--- src/design/wakeup_sys_pkg.sv ---
// constants for the periodic wakeup timer and system options block
// assumes a 32-bit apb slave with one register per aligned word
package wakeup_sys_pkg;
	// register byte addresses
	localparam logic [7:0] addr_opts_two = 8'h00;
	localparam logic [7:0] addr_id_high = 8'h04;
	localparam logic [7:0] addr_id_low = 8'h08;
	localparam logic [7:0] addr_tmr_ctl = 8'h0c;
	localparam logic [7:0] addr_irq_stat = 8'h10;
	localparam logic [7:0] addr_irq_mask = 8'h14;
	localparam logic [7:0] addr_pending = 8'h18;
	// field positions
	localparam int bit_t1_ext = 3;
	localparam int bit_conv_trig = 2;
	localparam int bit_ch1_pin = 1;
	localparam int bit_ch0_pin = 0;
	localparam int bit_flag = 7;
	localparam int bit_ack = 6;
	localparam int bit_clk_sel = 5;
	localparam int bit_irq_en = 4;
	localparam int bit_pend_periodic = 0;
	localparam logic [1:0] clk_src_ext_hi = 2'h2; // 10 and 11 are external
	localparam logic [2:0] delay_off = 3'h0;
	// identification, values arbitrary
	localparam logic [3:0] rev_default = 4'h1;
	localparam logic [11:0] part_default = 12'h123;
	// internal tick from 1 kHz, in pclk cycles at 40 MHz
	localparam int pclk_hz = 40000000;
	localparam int osc_hz = 1000;
	localparam int osc_div = pclk_hz / osc_hz;
	// internal periods in ms
	localparam int per_ms_1 = 8;
	localparam int per_ms_2 = 32;
	localparam int per_ms_3 = 64;
	localparam int per_ms_4 = 128;
	localparam int per_ms_5 = 256;
	localparam int per_ms_6 = 512;
	localparam int per_ms_7 = 1024;
	// external periods in external clock cycles
	localparam int per_ext_1 = 256;
	localparam int per_ext_2 = 1024;
	localparam int per_ext_3 = 2048;
	localparam int per_ext_4 = 4096;
	localparam int per_ext_5 = 8192;
	localparam int per_ext_6 = 16384;
	localparam int per_ext_7 = 32768;
endpackage

--- src/design/periodic_wakeup_and_system_options.sv ---
// periodic wakeup timer, system options two, identification registers
// assumes ext_clk_in and osc ticks synchronous to pclk, apb master
//
// Behaviour
// - timer1 ext select bit 3: 0 ext clock pin, 1 timer two overflow
// - converter trigger bit 2: 0 periodic overflow, 1 timer one overflow
// - channel one pin bit 1: 0 port a bit 1, 1 port b bit 5
// - channel zero pin bit 0: 0 port a bit 0, 1 port b bit 4
// - identification registers are read-only, hard-wired
// - high id bits 7:4 give a 4-bit revision
// - 12-bit part number: top four in high 3:0, low eight in low
// - timeout flag bit 7 read-only, set when selected period reached
// - writing 1 to ack bit 6 clears flag; ack reads 0
// - clock select bit 5: 0 internal 1 kHz, 1 external clock
// - interrupt enable bit 4 allows periodic requests
// - delay field 2:0 rw; 000 stops and clears counter
// - internal periods 8,32,64,128,256,512 ms and 1.024 s
// - external periods 256 up to 32768 external cycles
// - pending bit clears with the flag and on reset
//
// Added by the designer: the APB slave port and the register offsets.
`timescale 1ns/1ps
module periodic_wakeup_and_system_options
	import wakeup_sys_pkg::*;
#(
	parameter int osc_div_cycles = osc_div,
	parameter logic [3:0] rev_code = rev_default,
	parameter logic [11:0] part_code = part_default
)
(
	input wire logic pclk,
	input wire logic presetn,
	input wire logic psel,
	input wire logic penable,
	input wire logic pwrite,
	input wire logic [7:0] paddr,
	input wire logic [31:0] pwdata,
	output logic [31:0] prdata,
	output logic pready,
	output logic pslverr,
	input wire logic ext_clk_in,
	input wire logic ext_timer_clock_pin,
	input wire logic timer_two_ovf,
	input wire logic timer_one_ovf,
	input wire logic [1:0] timer_clock_source_field,
	input wire logic pwm_channel_one,
	input wire logic pwm_channel_zero,
	output logic timer_one_ext_clk,
	output logic converter_hw_trigger,
	output logic periodic_ovf_pulse,
	output logic periodic_irq_req,
	output logic port_a_bit_zero,
	output logic port_a_bit_one,
	output logic port_b_bit_four,
	output logic port_b_bit_five,
	output logic irq
);

	// ==========================================================
	// bus decode
	// ==========================================================
	// zero-wait slave; unmapped addresses answer pslverr
	wire access = psel & penable;
	wire wr = access & pwrite;
	wire sel_opts = paddr == addr_opts_two;
	wire sel_idh = paddr == addr_id_high;
	wire sel_idl = paddr == addr_id_low;
	wire sel_ctl = paddr == addr_tmr_ctl;
	wire sel_stat = paddr == addr_irq_stat;
	wire sel_mask = paddr == addr_irq_mask;
	wire sel_pend = paddr == addr_pending;
	wire mapped = sel_opts | sel_idh | sel_idl | sel_ctl | sel_stat
		| sel_mask | sel_pend;
	// id and pending registers refuse writes
	wire ro_write = pwrite & (sel_idh | sel_idl | sel_pend);
	assign pready = 1'b1;
	assign pslverr = access & (~mapped | ro_write);

	logic [3:0] opts_r;
	logic flag_r;
	logic clk_sel_r;
	logic irq_en_r;
	logic [2:0] delay_r;
	logic stat_r;
	logic mask_r;
	logic [31:0] prdata_r;
	logic [15:0] div_r;
	logic [15:0] div_nxt;
	logic [15:0] cnt_r;
	logic [15:0] cnt_nxt;
	logic ext_d_r;
	logic ovf_r;

	// ==========================================================
	// period selection
	// ==========================================================
	logic [15:0] period;
	always_comb
	begin
		period = 16'h0;
		if (!clk_sel_r)
		begin
			case (delay_r)
				3'h1: period = 16'(per_ms_1);
				3'h2: period = 16'(per_ms_2);
				3'h3: period = 16'(per_ms_3);
				3'h4: period = 16'(per_ms_4);
				3'h5: period = 16'(per_ms_5);
				3'h6: period = 16'(per_ms_6);
				3'h7: period = 16'(per_ms_7);
				default: period = 16'h0;
			endcase
		end
		else
		begin
			case (delay_r)
				3'h1: period = 16'(per_ext_1);
				3'h2: period = 16'(per_ext_2);
				3'h3: period = 16'(per_ext_3);
				3'h4: period = 16'(per_ext_4);
				3'h5: period = 16'(per_ext_5);
				3'h6: period = 16'(per_ext_6);
				3'h7: period = 16'(per_ext_7);
				default: period = 16'h0;
			endcase
		end
	end
	// 16 bits hold the longest external period, 32768 ticks
	wire run = delay_r != delay_off;
	wire osc_tick = div_r == 16'(osc_div_cycles - 1);
	assign div_nxt = (osc_tick | ~run) ? 16'h0 : div_r + 16'h1;
	wire ext_tick = ext_clk_in & ~ext_d_r;
	// tick source follows the clock select
	wire tick = run & (clk_sel_r ? ext_tick : osc_tick);
	// hit on the period's last tick, so counts run 0 to period-1
	wire hit = tick & (cnt_r == period - 16'h1);
	assign cnt_nxt = ~run ? 16'h0 : hit ? 16'h0 : tick ? cnt_r + 16'h1
		: cnt_r;

	// ==========================================================
	// timer state
	// ==========================================================
	// counter holds cleared while the delay field is off
	always_ff @(posedge pclk or negedge presetn)
	begin
		if (!presetn)
		begin
			div_r <= 16'h0;
			cnt_r <= 16'h0;
			ext_d_r <= 1'b0;
			ovf_r <= 1'b0;
		end
		else
		begin
			div_r <= div_nxt;
			cnt_r <= cnt_nxt;
			ext_d_r <= ext_clk_in;
			ovf_r <= hit;
		end
	end

	// ==========================================================
	// registers
	// ==========================================================
	wire ack = wr & sel_ctl & pwdata[bit_ack];
	wire stat_clr = wr & sel_stat & pwdata[0];
	// set wins over clear for the flag and the sticky status
	always_ff @(posedge pclk or negedge presetn)
	begin
		if (!presetn)
		begin
			opts_r <= 4'h0;
			flag_r <= 1'b0;
			clk_sel_r <= 1'b0;
			irq_en_r <= 1'b0;
			delay_r <= 3'h0;
			stat_r <= 1'b0;
			mask_r <= 1'b0;
		end
		else
		begin
			if (wr & sel_opts)
				opts_r <= pwdata[3:0];
			if (wr & sel_ctl)
			begin
				clk_sel_r <= pwdata[bit_clk_sel];
				irq_en_r <= pwdata[bit_irq_en];
				delay_r <= pwdata[2:0];
			end
			flag_r <= hit | (flag_r & ~ack);
			stat_r <= hit | (stat_r & ~stat_clr);
			if (wr & sel_mask)
				mask_r <= pwdata[0];
		end
	end

	// ==========================================================
	// read data
	// ==========================================================
	// ack bit always reads zero
	wire [7:0] ctl_rd = {flag_r, 1'b0, clk_sel_r, irq_en_r, 1'b0,
		delay_r};
	wire [7:0] idh_rd = {rev_code, part_code[11:8]};
	wire [7:0] idl_rd = part_code[7:0];
	wire [7:0] pend_rd = {7'h0, flag_r};
	wire [7:0] rd_byte = sel_opts ? {4'h0, opts_r} : sel_idh ? idh_rd
		: sel_idl ? idl_rd : sel_ctl ? ctl_rd : sel_stat ? {7'h0, stat_r}
		: sel_mask ? {7'h0, mask_r} : sel_pend ? pend_rd : 8'h0;
	always_ff @(posedge pclk or negedge presetn)
	begin
		if (!presetn)
			prdata_r <= 32'h0;
		else if (psel & ~penable & ~pwrite)
			prdata_r <= {24'h0, rd_byte};
	end
	assign prdata = prdata_r;

	// ==========================================================
	// routing
	// ==========================================================
	wire src_ext = timer_clock_source_field[1] == clk_src_ext_hi[1];
	// selected clock only reaches timer one in external mode
	assign timer_one_ext_clk = src_ext & (opts_r[bit_t1_ext]
		? timer_two_ovf : ext_timer_clock_pin);
	assign converter_hw_trigger = opts_r[bit_conv_trig] ? timer_one_ovf
		: ovf_r;
	assign port_a_bit_one = ~opts_r[bit_ch1_pin] & pwm_channel_one;
	assign port_b_bit_five = opts_r[bit_ch1_pin] & pwm_channel_one;
	assign port_a_bit_zero = ~opts_r[bit_ch0_pin] & pwm_channel_zero;
	assign port_b_bit_four = opts_r[bit_ch0_pin] & pwm_channel_zero;
	assign periodic_ovf_pulse = ovf_r;
	assign periodic_irq_req = flag_r & irq_en_r;
	assign irq = stat_r & mask_r;

	// ==========================================================
	// checks
	// ==========================================================
	property p_ack_clear;
		@(posedge pclk) disable iff (!presetn)
		(ack & ~hit) |=> !flag_r;
	endproperty
	a_ack_clear: assert property (p_ack_clear)
		else $error("ack did not clear flag");

	property p_flag_set;
		@(posedge pclk) disable iff (!presetn)
		hit |=> flag_r && ovf_r;
	endproperty
	a_flag_set: assert property (p_flag_set)
		else $error("timeout did not set flag");

	property p_pulse_one;
		@(posedge pclk) disable iff (!presetn)
		ovf_r |=> !ovf_r;
	endproperty
	a_pulse_one: assert property (p_pulse_one)
		else $error("overflow pulse longer than one cycle");

	property p_off_clear;
		@(posedge pclk) disable iff (!presetn)
		!run |=> cnt_r == 16'h0;
	endproperty
	a_off_clear: assert property (p_off_clear)
		else $error("counter not cleared when off");

	property p_irq_req;
		@(posedge pclk) disable iff (!presetn)
		periodic_irq_req == (flag_r && irq_en_r);
	endproperty
	a_irq_req: assert property (p_irq_req)
		else $error("irq request mismatch");

	property p_trig;
		@(posedge pclk) disable iff (!presetn)
		!opts_r[bit_conv_trig] |-> converter_hw_trigger == ovf_r;
	endproperty
	a_trig: assert property (p_trig)
		else $error("trigger routing wrong");

	property p_id_ro;
		@(posedge pclk) disable iff (!presetn)
		(access & sel_idh) |-> pslverr == pwrite;
	endproperty
	a_id_ro: assert property (p_id_ro)
		else $error("id write not refused");

	property p_pend;
		@(posedge pclk) disable iff (!presetn)
		(ack & ~hit) |=> pend_rd[bit_pend_periodic] == 1'b0;
	endproperty
	a_pend: assert property (p_pend)
		else $error("pending not cleared");

	property p_restart;
		@(posedge pclk) disable iff (!presetn)
		hit |=> cnt_r == 16'h0;
	endproperty
	a_restart: assert property (p_restart)
		else $error("count did not restart after timeout");

	property p_count_up;
		@(posedge pclk) disable iff (!presetn)
		(tick & ~hit) |=> cnt_r == $past(cnt_r) + 16'h1;
	endproperty
	a_count_up: assert property (p_count_up)
		else $error("counter missed a tick");

	property p_flag_hold;
		@(posedge pclk) disable iff (!presetn)
		(flag_r & ~ack) |=> flag_r;
	endproperty
	a_flag_hold: assert property (p_flag_hold)
		else $error("flag lost without ack");

	property p_flag_quiet;
		@(posedge pclk) disable iff (!presetn)
		(!flag_r & !hit) |=> !flag_r;
	endproperty
	a_flag_quiet: assert property (p_flag_quiet)
		else $error("flag set without timeout");

	property p_ovf_quiet;
		@(posedge pclk) disable iff (!presetn)
		!hit |=> !ovf_r;
	endproperty
	a_ovf_quiet: assert property (p_ovf_quiet)
		else $error("overflow pulse without timeout");

	property p_stop_quiet;
		@(posedge pclk) disable iff (!presetn)
		!run |=> !ovf_r;
	endproperty
	a_stop_quiet: assert property (p_stop_quiet)
		else $error("overflow while stopped");

	property p_irq_block;
		@(posedge pclk) disable iff (!presetn)
		!irq_en_r |-> !periodic_irq_req;
	endproperty
	a_irq_block: assert property (p_irq_block)
		else $error("request while interrupt disabled");

	property p_pins_one;
		@(posedge pclk) disable iff (!presetn)
		!(port_a_bit_one && port_b_bit_five);
	endproperty
	a_pins_one: assert property (p_pins_one)
		else $error("channel one on both pins");

	property p_pins_zero;
		@(posedge pclk) disable iff (!presetn)
		!(port_a_bit_zero && port_b_bit_four);
	endproperty
	a_pins_zero: assert property (p_pins_zero)
		else $error("channel zero on both pins");

	property p_t1_gate;
		@(posedge pclk) disable iff (!presetn)
		(timer_clock_source_field[1] != clk_src_ext_hi[1])
			|-> !timer_one_ext_clk;
	endproperty
	a_t1_gate: assert property (p_t1_gate)
		else $error("timer one clock leaked in internal mode");

	property p_id_read;
		@(posedge pclk) disable iff (!presetn)
		(psel & ~penable & ~pwrite & sel_idl)
			|=> prdata == {24'h0, part_code[7:0]};
	endproperty
	a_id_read: assert property (p_id_read)
		else $error("low id read wrong");

	c_hit: cover property (@(posedge pclk) disable iff (!presetn) hit);
	c_ack: cover property (@(posedge pclk) disable iff (!presetn)
		flag_r ##1 !flag_r);
	c_ext: cover property (@(posedge pclk) disable iff (!presetn)
		hit && clk_sel_r);
	c_irq: cover property (@(posedge pclk) disable iff (!presetn)
		periodic_irq_req ##1 !periodic_irq_req);
	c_off: cover property (@(posedge pclk) disable iff (!presetn)
		run ##1 !run);

endmodule

--- config.mk ---
export PLATFORM = sky130hd
export DESIGN_NAME = periodic_wakeup_and_system_options
export DESIGN_NICKNAME = d
export VERILOG_FILES = /design/src/design/wakeup_sys_pkg.sv /design/src/design/periodic_wakeup_and_system_options.sv
export SDC_FILE = /design/constraint.sdc
export NUM_CORES = 1
export LEC_CHECK = 0
export BUFFER_PORTS_ARGS = -buffer_cell sky130_fd_sc_hd__buf_2
export CORE_MARGIN = 2
export CORE_UTILIZATION = 56
export CTS_CLUSTER_SIZE = 30
export DETAILED_ROUTE_END_ITERATION = 8
export PLACE_DENSITY = 0.84
export SYNTH_ARGS = -nofsm -noshare
export SYNTH_HDL_FRONTEND = slang
export SYNTH_SLANG_ARGS = --single-unit
--- constraint.sdc ---
create_clock -name pclk -period 8.65 [get_ports pclk]
set_clock_uncertainty 0.05 [all_clocks]
set_input_delay 1.73 -clock pclk [delete_from_list [all_inputs] [get_ports pclk]]
set_output_delay 1.73 -clock pclk [all_outputs]
set_load 0.05 [all_outputs]
== Word level (Yosys, flattened, before mapping) ==
Cells that the tools add are included.

* Flip-flop bits (word level): 54
* Bits of input ports: 53
* Word-level logic and storage cells: 95

* $add $sub $neg: 3
* Equal/unequal tests: 16
* Multiplexer cells: 17
* Bitwise gates (word level): 45
* Reductions and logical operators: 2

{| class="wikitable"
|+ Operators by type and width
! cell !! number
|-
| case mux 16 bit (7 select lines) || 1
|-
| 2-to-1 mux 16 bit || 5
|-
| case mux 11 bit (7 select lines) || 1
|-
| adder 16 x 1 -> 16 bit, second input constant || 2
|-
| 2-to-1 mux 8 bit || 4
|-
| AND 1 bit || 24
|-
| equality test 8 x 5 -> 1 bit, second input constant || 3
|-
| equality test 16 bit || 1
|-
| equality test 16 bit, second input constant || 1
|-
| equality test 8 x 4 -> 1 bit, second input constant || 2
|-
| subtractor 16 x 1 -> 16 bit, second input constant || 1
|-
| equality test 3 bit, second input constant || 4
|-
| bitwise OR 1 bit || 12
|-
| inverter 1 bit || 9
|-
| equality test 8 x 3 -> 1 bit, second input constant || 1
|-
| zero test 8 bit || 1
|-
| equality test 3 x 2 -> 1 bit, second input constant || 2
|-
| 2-to-1 mux 1 bit || 6
|-
| equality test 3 x 1 -> 1 bit, second input constant || 1
|-
| inequality test 3 x 1 -> 1 bit, second input constant || 1
|-
| nonzero test 3 bit || 1
|}

== Longest topological paths before layout ==
* Word-level depth: 10
* Mapped depth: 13
* Gate-level depth less buffers: 10

== Worst setup path after synthesis ==
Ideal clock, no wire load.

* Path kind: in2out
* Start: input port paddr[3]
* End: output port pslverr
* Arrival time: 2911 ps
* Path slack: 3959 ps
* Cell stages on the path: 4
* Cell sequence: clkbuf_1 > nor4b_1 > a211oi_1 > nor2_1

* Longest elaborated chain between the ends: 10
* Elaborated cells on any way between the ends: 19
* Classes of those cells: 6 x eq/ne; 12 x bitwise; 1 x reduce/logical

{| class="wikitable"
|+ Ends and longest elaborated chain
! element !! line !! source
|-
| from (decl) || periodic_wakeup_and_system_options.sv:36 || <nowiki>input wire logic [7:0] paddr,</nowiki>
|-
| equality test 8 x 3 -> 1 bit or zero test 8 bit (tied branches) || periodic_wakeup_and_system_options.sv:66, periodic_wakeup_and_system_options.sv:65 ||
|-
| bitwise OR 1 bit (4 in series) || periodic_wakeup_and_system_options.sv:72 || <nowiki>wire mapped = sel_opts | sel_idh | sel_idl | sel_ctl | sel_stat</nowiki>
|-
| bitwise OR 1 bit (2 in series) || periodic_wakeup_and_system_options.sv:73 || <nowiki>| sel_mask | sel_pend;</nowiki>
|-
| inverter 1 bit || periodic_wakeup_and_system_options.sv:77 || <nowiki>assign pslverr = access & (~mapped | ro_write);</nowiki>
|-
| bitwise OR 1 bit (*) || periodic_wakeup_and_system_options.sv:77 ||
|-
| AND 1 bit (*) || periodic_wakeup_and_system_options.sv:77 ||
|-
| to (decl) || periodic_wakeup_and_system_options.sv:40 || <nowiki>output logic pslverr,</nowiki>
|}

Mark *: on every way between the ends. The rest lies on a longest branch, timed or not.

== Worst setup path in the final report ==
* Start: input port paddr[5]
* End: output port pslverr

The elaborated chain is that of the path after synthesis.

==> key figures <==
Outcome
  – Outcome: complete, no violations

STA
  – Fmax: 204 MHz
  – Slew @ Worst Pin: 0.858 ns
  – Max_slew headroom: 42.6%
  – Final worst path period need: 4.91 ns
  – RSZ-0062 raised after global routing: false
  – Final setup vio count: 0
  – Setup TNS: 0 ns
  – Slew Limit Fails: 0
  – Final hold violation count: 0
  – Tcrit/Tclk final: 56.7%

Setup path
  – Crit path DAT: 3.13 ns
  – Setup crit start kind: input port
  – Reg2reg setup slack: 5.12 ns
  – CP max FO: 4
  – Slowest-stage cell, CP: or3_1
  – Worst Path Required: 6.87 ns
  – Slowest stage delay, CP: 0.42 ns
  – CP endpoint kind: output port
  – CP cell instances: buf_2 -> or3_1 -> or3_1 -> a211oi_1 -> nor2_1 -> buf_2
  – Crit Path Category: in -> out
  – Delay-heaviest family, CP: simple AND/OR/NAND/NOR gates
  – CP bufs+invs: 2

Die
  – I/O pin count: 96
  – DIE WIDTH: 81.0 µm
  – Starting Density: 57.1%
  – Core region area: 5820 µm²
  – Vert. Die Dim: 81.0 µm
  – Die area: 6560 µm²
  – Row cnt: 28

Pwr
  – Overall Power: 487 µW
  – Worst IR Drop VDD: 0.0899 mV
  – Power Density: 138 nW/µm²
  – Pleak: 0.00168 µW

Layout
  – ANT cells: 0
  – Final std cells w/o fill: 482
  – Layout Utilization: 60.8%
  – Leading cell types in the layout, fill and taps excluded: 53 x dfrtp_1, 43 x buf_2, 39 x nand2_1
  – Fin nets: 463
  – Commonest non-fill, non-tap cell in the layout: dfrtp_1
  – Area grow syn2layout: 6.60%
  – Share of cells above drive strength 1: 17.7%

Global routing
  – Total gr overflow: 0
  – Largest net degree at the start of global routing: 54
  – Global-route wire length before repair: 10.8 mm
  – GRT Resource Usage Total: 20.9%
  – Vias in the first global route: 2364
  – Antenna violations before repair: 0

Clocking
  – CTS root buffer: clkbuf_8
  – Postcts setup bufs: 0
  – Clk buf depth: 2
  – Clock transition at the registers of the reported paths: 0.08 ns
  – H-tree lvl count: 2
  – Hold-fix buffers, CTS: 0
  – # clock sinks: 53
  – Clock latency on the worst-skew pair: 0.30 ns
  – Num CTS Buffers: 5
  – PostCTS Resize Cnt: 0
  – CTS tree: done

Route
  – Drt pass-1 iters: 5
  – Routed Antenna Nets: 0
  – WL/cell: 13.6 µm
  – Vias/cell: 5.68
  – DR DRC count: 0
  – 1st-iter DRT viols: 195
  – Total vias in the final route: 2739
  – DRT Wirelength: 6.55 mm

Synthesis
  – Post-synth EDFFs: 0
  – Post-synth top flop: dfrtp_1
  – Post-synthesis adder-cell area fraction: 1.43%
  – Synth Area in Simple Gates: 26.8%
  – FF+latch count, synth: 53
  – Yosys cell types: 56
  – Cell count after synthesis: 375
  – Post-synthesis compound-gate area fraction: 12.6%
  – Syn avg cell area: 8.85 µm²
  – Xor/xnor share of the synthesized area: 6.33%
  – Yosys warnings: 0
  – Synth Cell Area: 3320 µm²
  – Post-synthesis mux area share: 3.69%
  – Sequential element share of the synthesized area: 40.0%
  – Largest family of logic cells by synthesized area: simple AND/OR/NAND/NOR gates
  – Async SR Flop Fraction: 100%

Hold path
  – Hold crit path type: reg -> reg

Job
  – Max-cap viol count: 0

Placed design
  – PortBufs: 43
  – DP HPWL: 4.85 mm
  – Gpl congestion: 0.865
  – Placed cells: 475
worst reg2reg max path, stage by stage, from the launching register on:
cell and delay (ns):
dfrtp_1 0.58, nand2b_1 0.30, or3_1 0.34, ha_1 0.29, or2_2 0.30, o21ai_0 0.19, a221oi_2 0.10, xor2_1 0.18
and4_1 0.53, nor2_2 0.18, a221o_1 0.36
stage by stage:
stage | area (µm²) | hold WS, ns | setup slack (ns)
2_1_floorplan | 3410 | 0.397 | 3.96
3_3_place_gp | 3450 | 0.409 | 3.78
3_5_place_dp | 3450 | 0.414 | 3.75
4_1_cts | 3540 | 0.434 | 3.75
5_1_grt | 3540 | 0.466 | 3.65
6_report | 3540 | 0.426 | 3.74
registers in the layout, indices dropped and copies added (netlist names):
signal              cells
cnt_r                  16
div_r                  16
prdata                  7
opts_r                  4
delay_r                 3
clk_sel_r               1
ext_d_r                 1
flag_r                  1
irq_en_r                1
mask_r                  1
periodic_ovf_pulse      1
stat_r                  1
report_power, final:
group	leakage (µW)	internal (µW)	switching, µW
clock network	0.0000443	63.6	74.2
registers	0.000708	261	14.7
logic	0.000928	21.4	52.8
cell type report:
class                      instances  area, µm²
clock buffer                       7       86.3
fill                             490       2280
inverter                           6       22.5
multi-input combinational        297       1790
sequential                        53       1330
tap                               75       93.8
timing repair buffer              44        223
logic make-up (layout without fill, tap and decap cells):
group,after synthesis,count (layout)
flip-flops,53,53
AND/OR/NAND/NOR,174,174
AO/OA/AOI/OAI,58,58
XOR/XNOR,24,24
buffers and inverters,49,57
adder cells (fa/ha/maj),4,4
other,2,26
multiplexers,11,11
cell usage after synthesis (2+ instances only):
master    number  area, µm²
a211o_1        2       17.5
a21o_1         2       15.0
a21oi_1        7       35.0
a221o_1        7       70.1
a31oi_1        2       12.5
and2_1         7       43.8
and3_1        12       75.1
buf_2          6       30.0
buf_4         26        195
clkbuf_1       9       33.8
conb_1         2       7.51
dfrtp_1       53       1330
ha_1           3       37.5
inv_1          6       22.5
mux2_2        10        113
nand2_1       39        146
nand2b_1       6       37.5
nand3_1       21        105
nand4_1        9       56.3
nor2_1        38        143
nor2_2         3       18.8
nor2b_1        4       25.0
nor3_1         5       25.0
nor3b_1        4       30.0
nor4_1         5       31.3
nor4b_1        4       35.0
o211ai_1       2       15.0
o21ai_0       16       80.1
o22ai_1        3       18.8
o31ai_1        4       30.0
or2_2          5       31.3
or3_1          6       37.5
or4_1          2       15.0
xnor2_1        7       61.3
xor2_1        17        149
final timing paths:
kind	start	to	cells past startpoint
min reg2reg	prdata[4]$_DFFE_PN0P_	prdata[4]$_DFFE_PN0P_	2
min	prdata[4]$_DFFE_PN0P_	prdata[4]$_DFFE_PN0P_	2
max reg2reg	delay_r[0]$_DFFE_PN0P_	cnt_r[3]$_DFFE_PN0P_	10
max in group asynchronous	presetn	div_r[2]$_DFF_PN0_	2
min in group asynchronous	presetn	cnt_r[2]$_DFFE_PN0P_	2
max	paddr[5]	pslverr	6
metal layers:
layer,track usage (%),wire [µm],share of wire [%]
met3,3.44,368,5.6
met1,29.2,2950,45
met5,0,0,0
met4,5.42,73,1.1
met2,33.9,3150,48
Note: power is estimated with default switching activity, not from simulation.
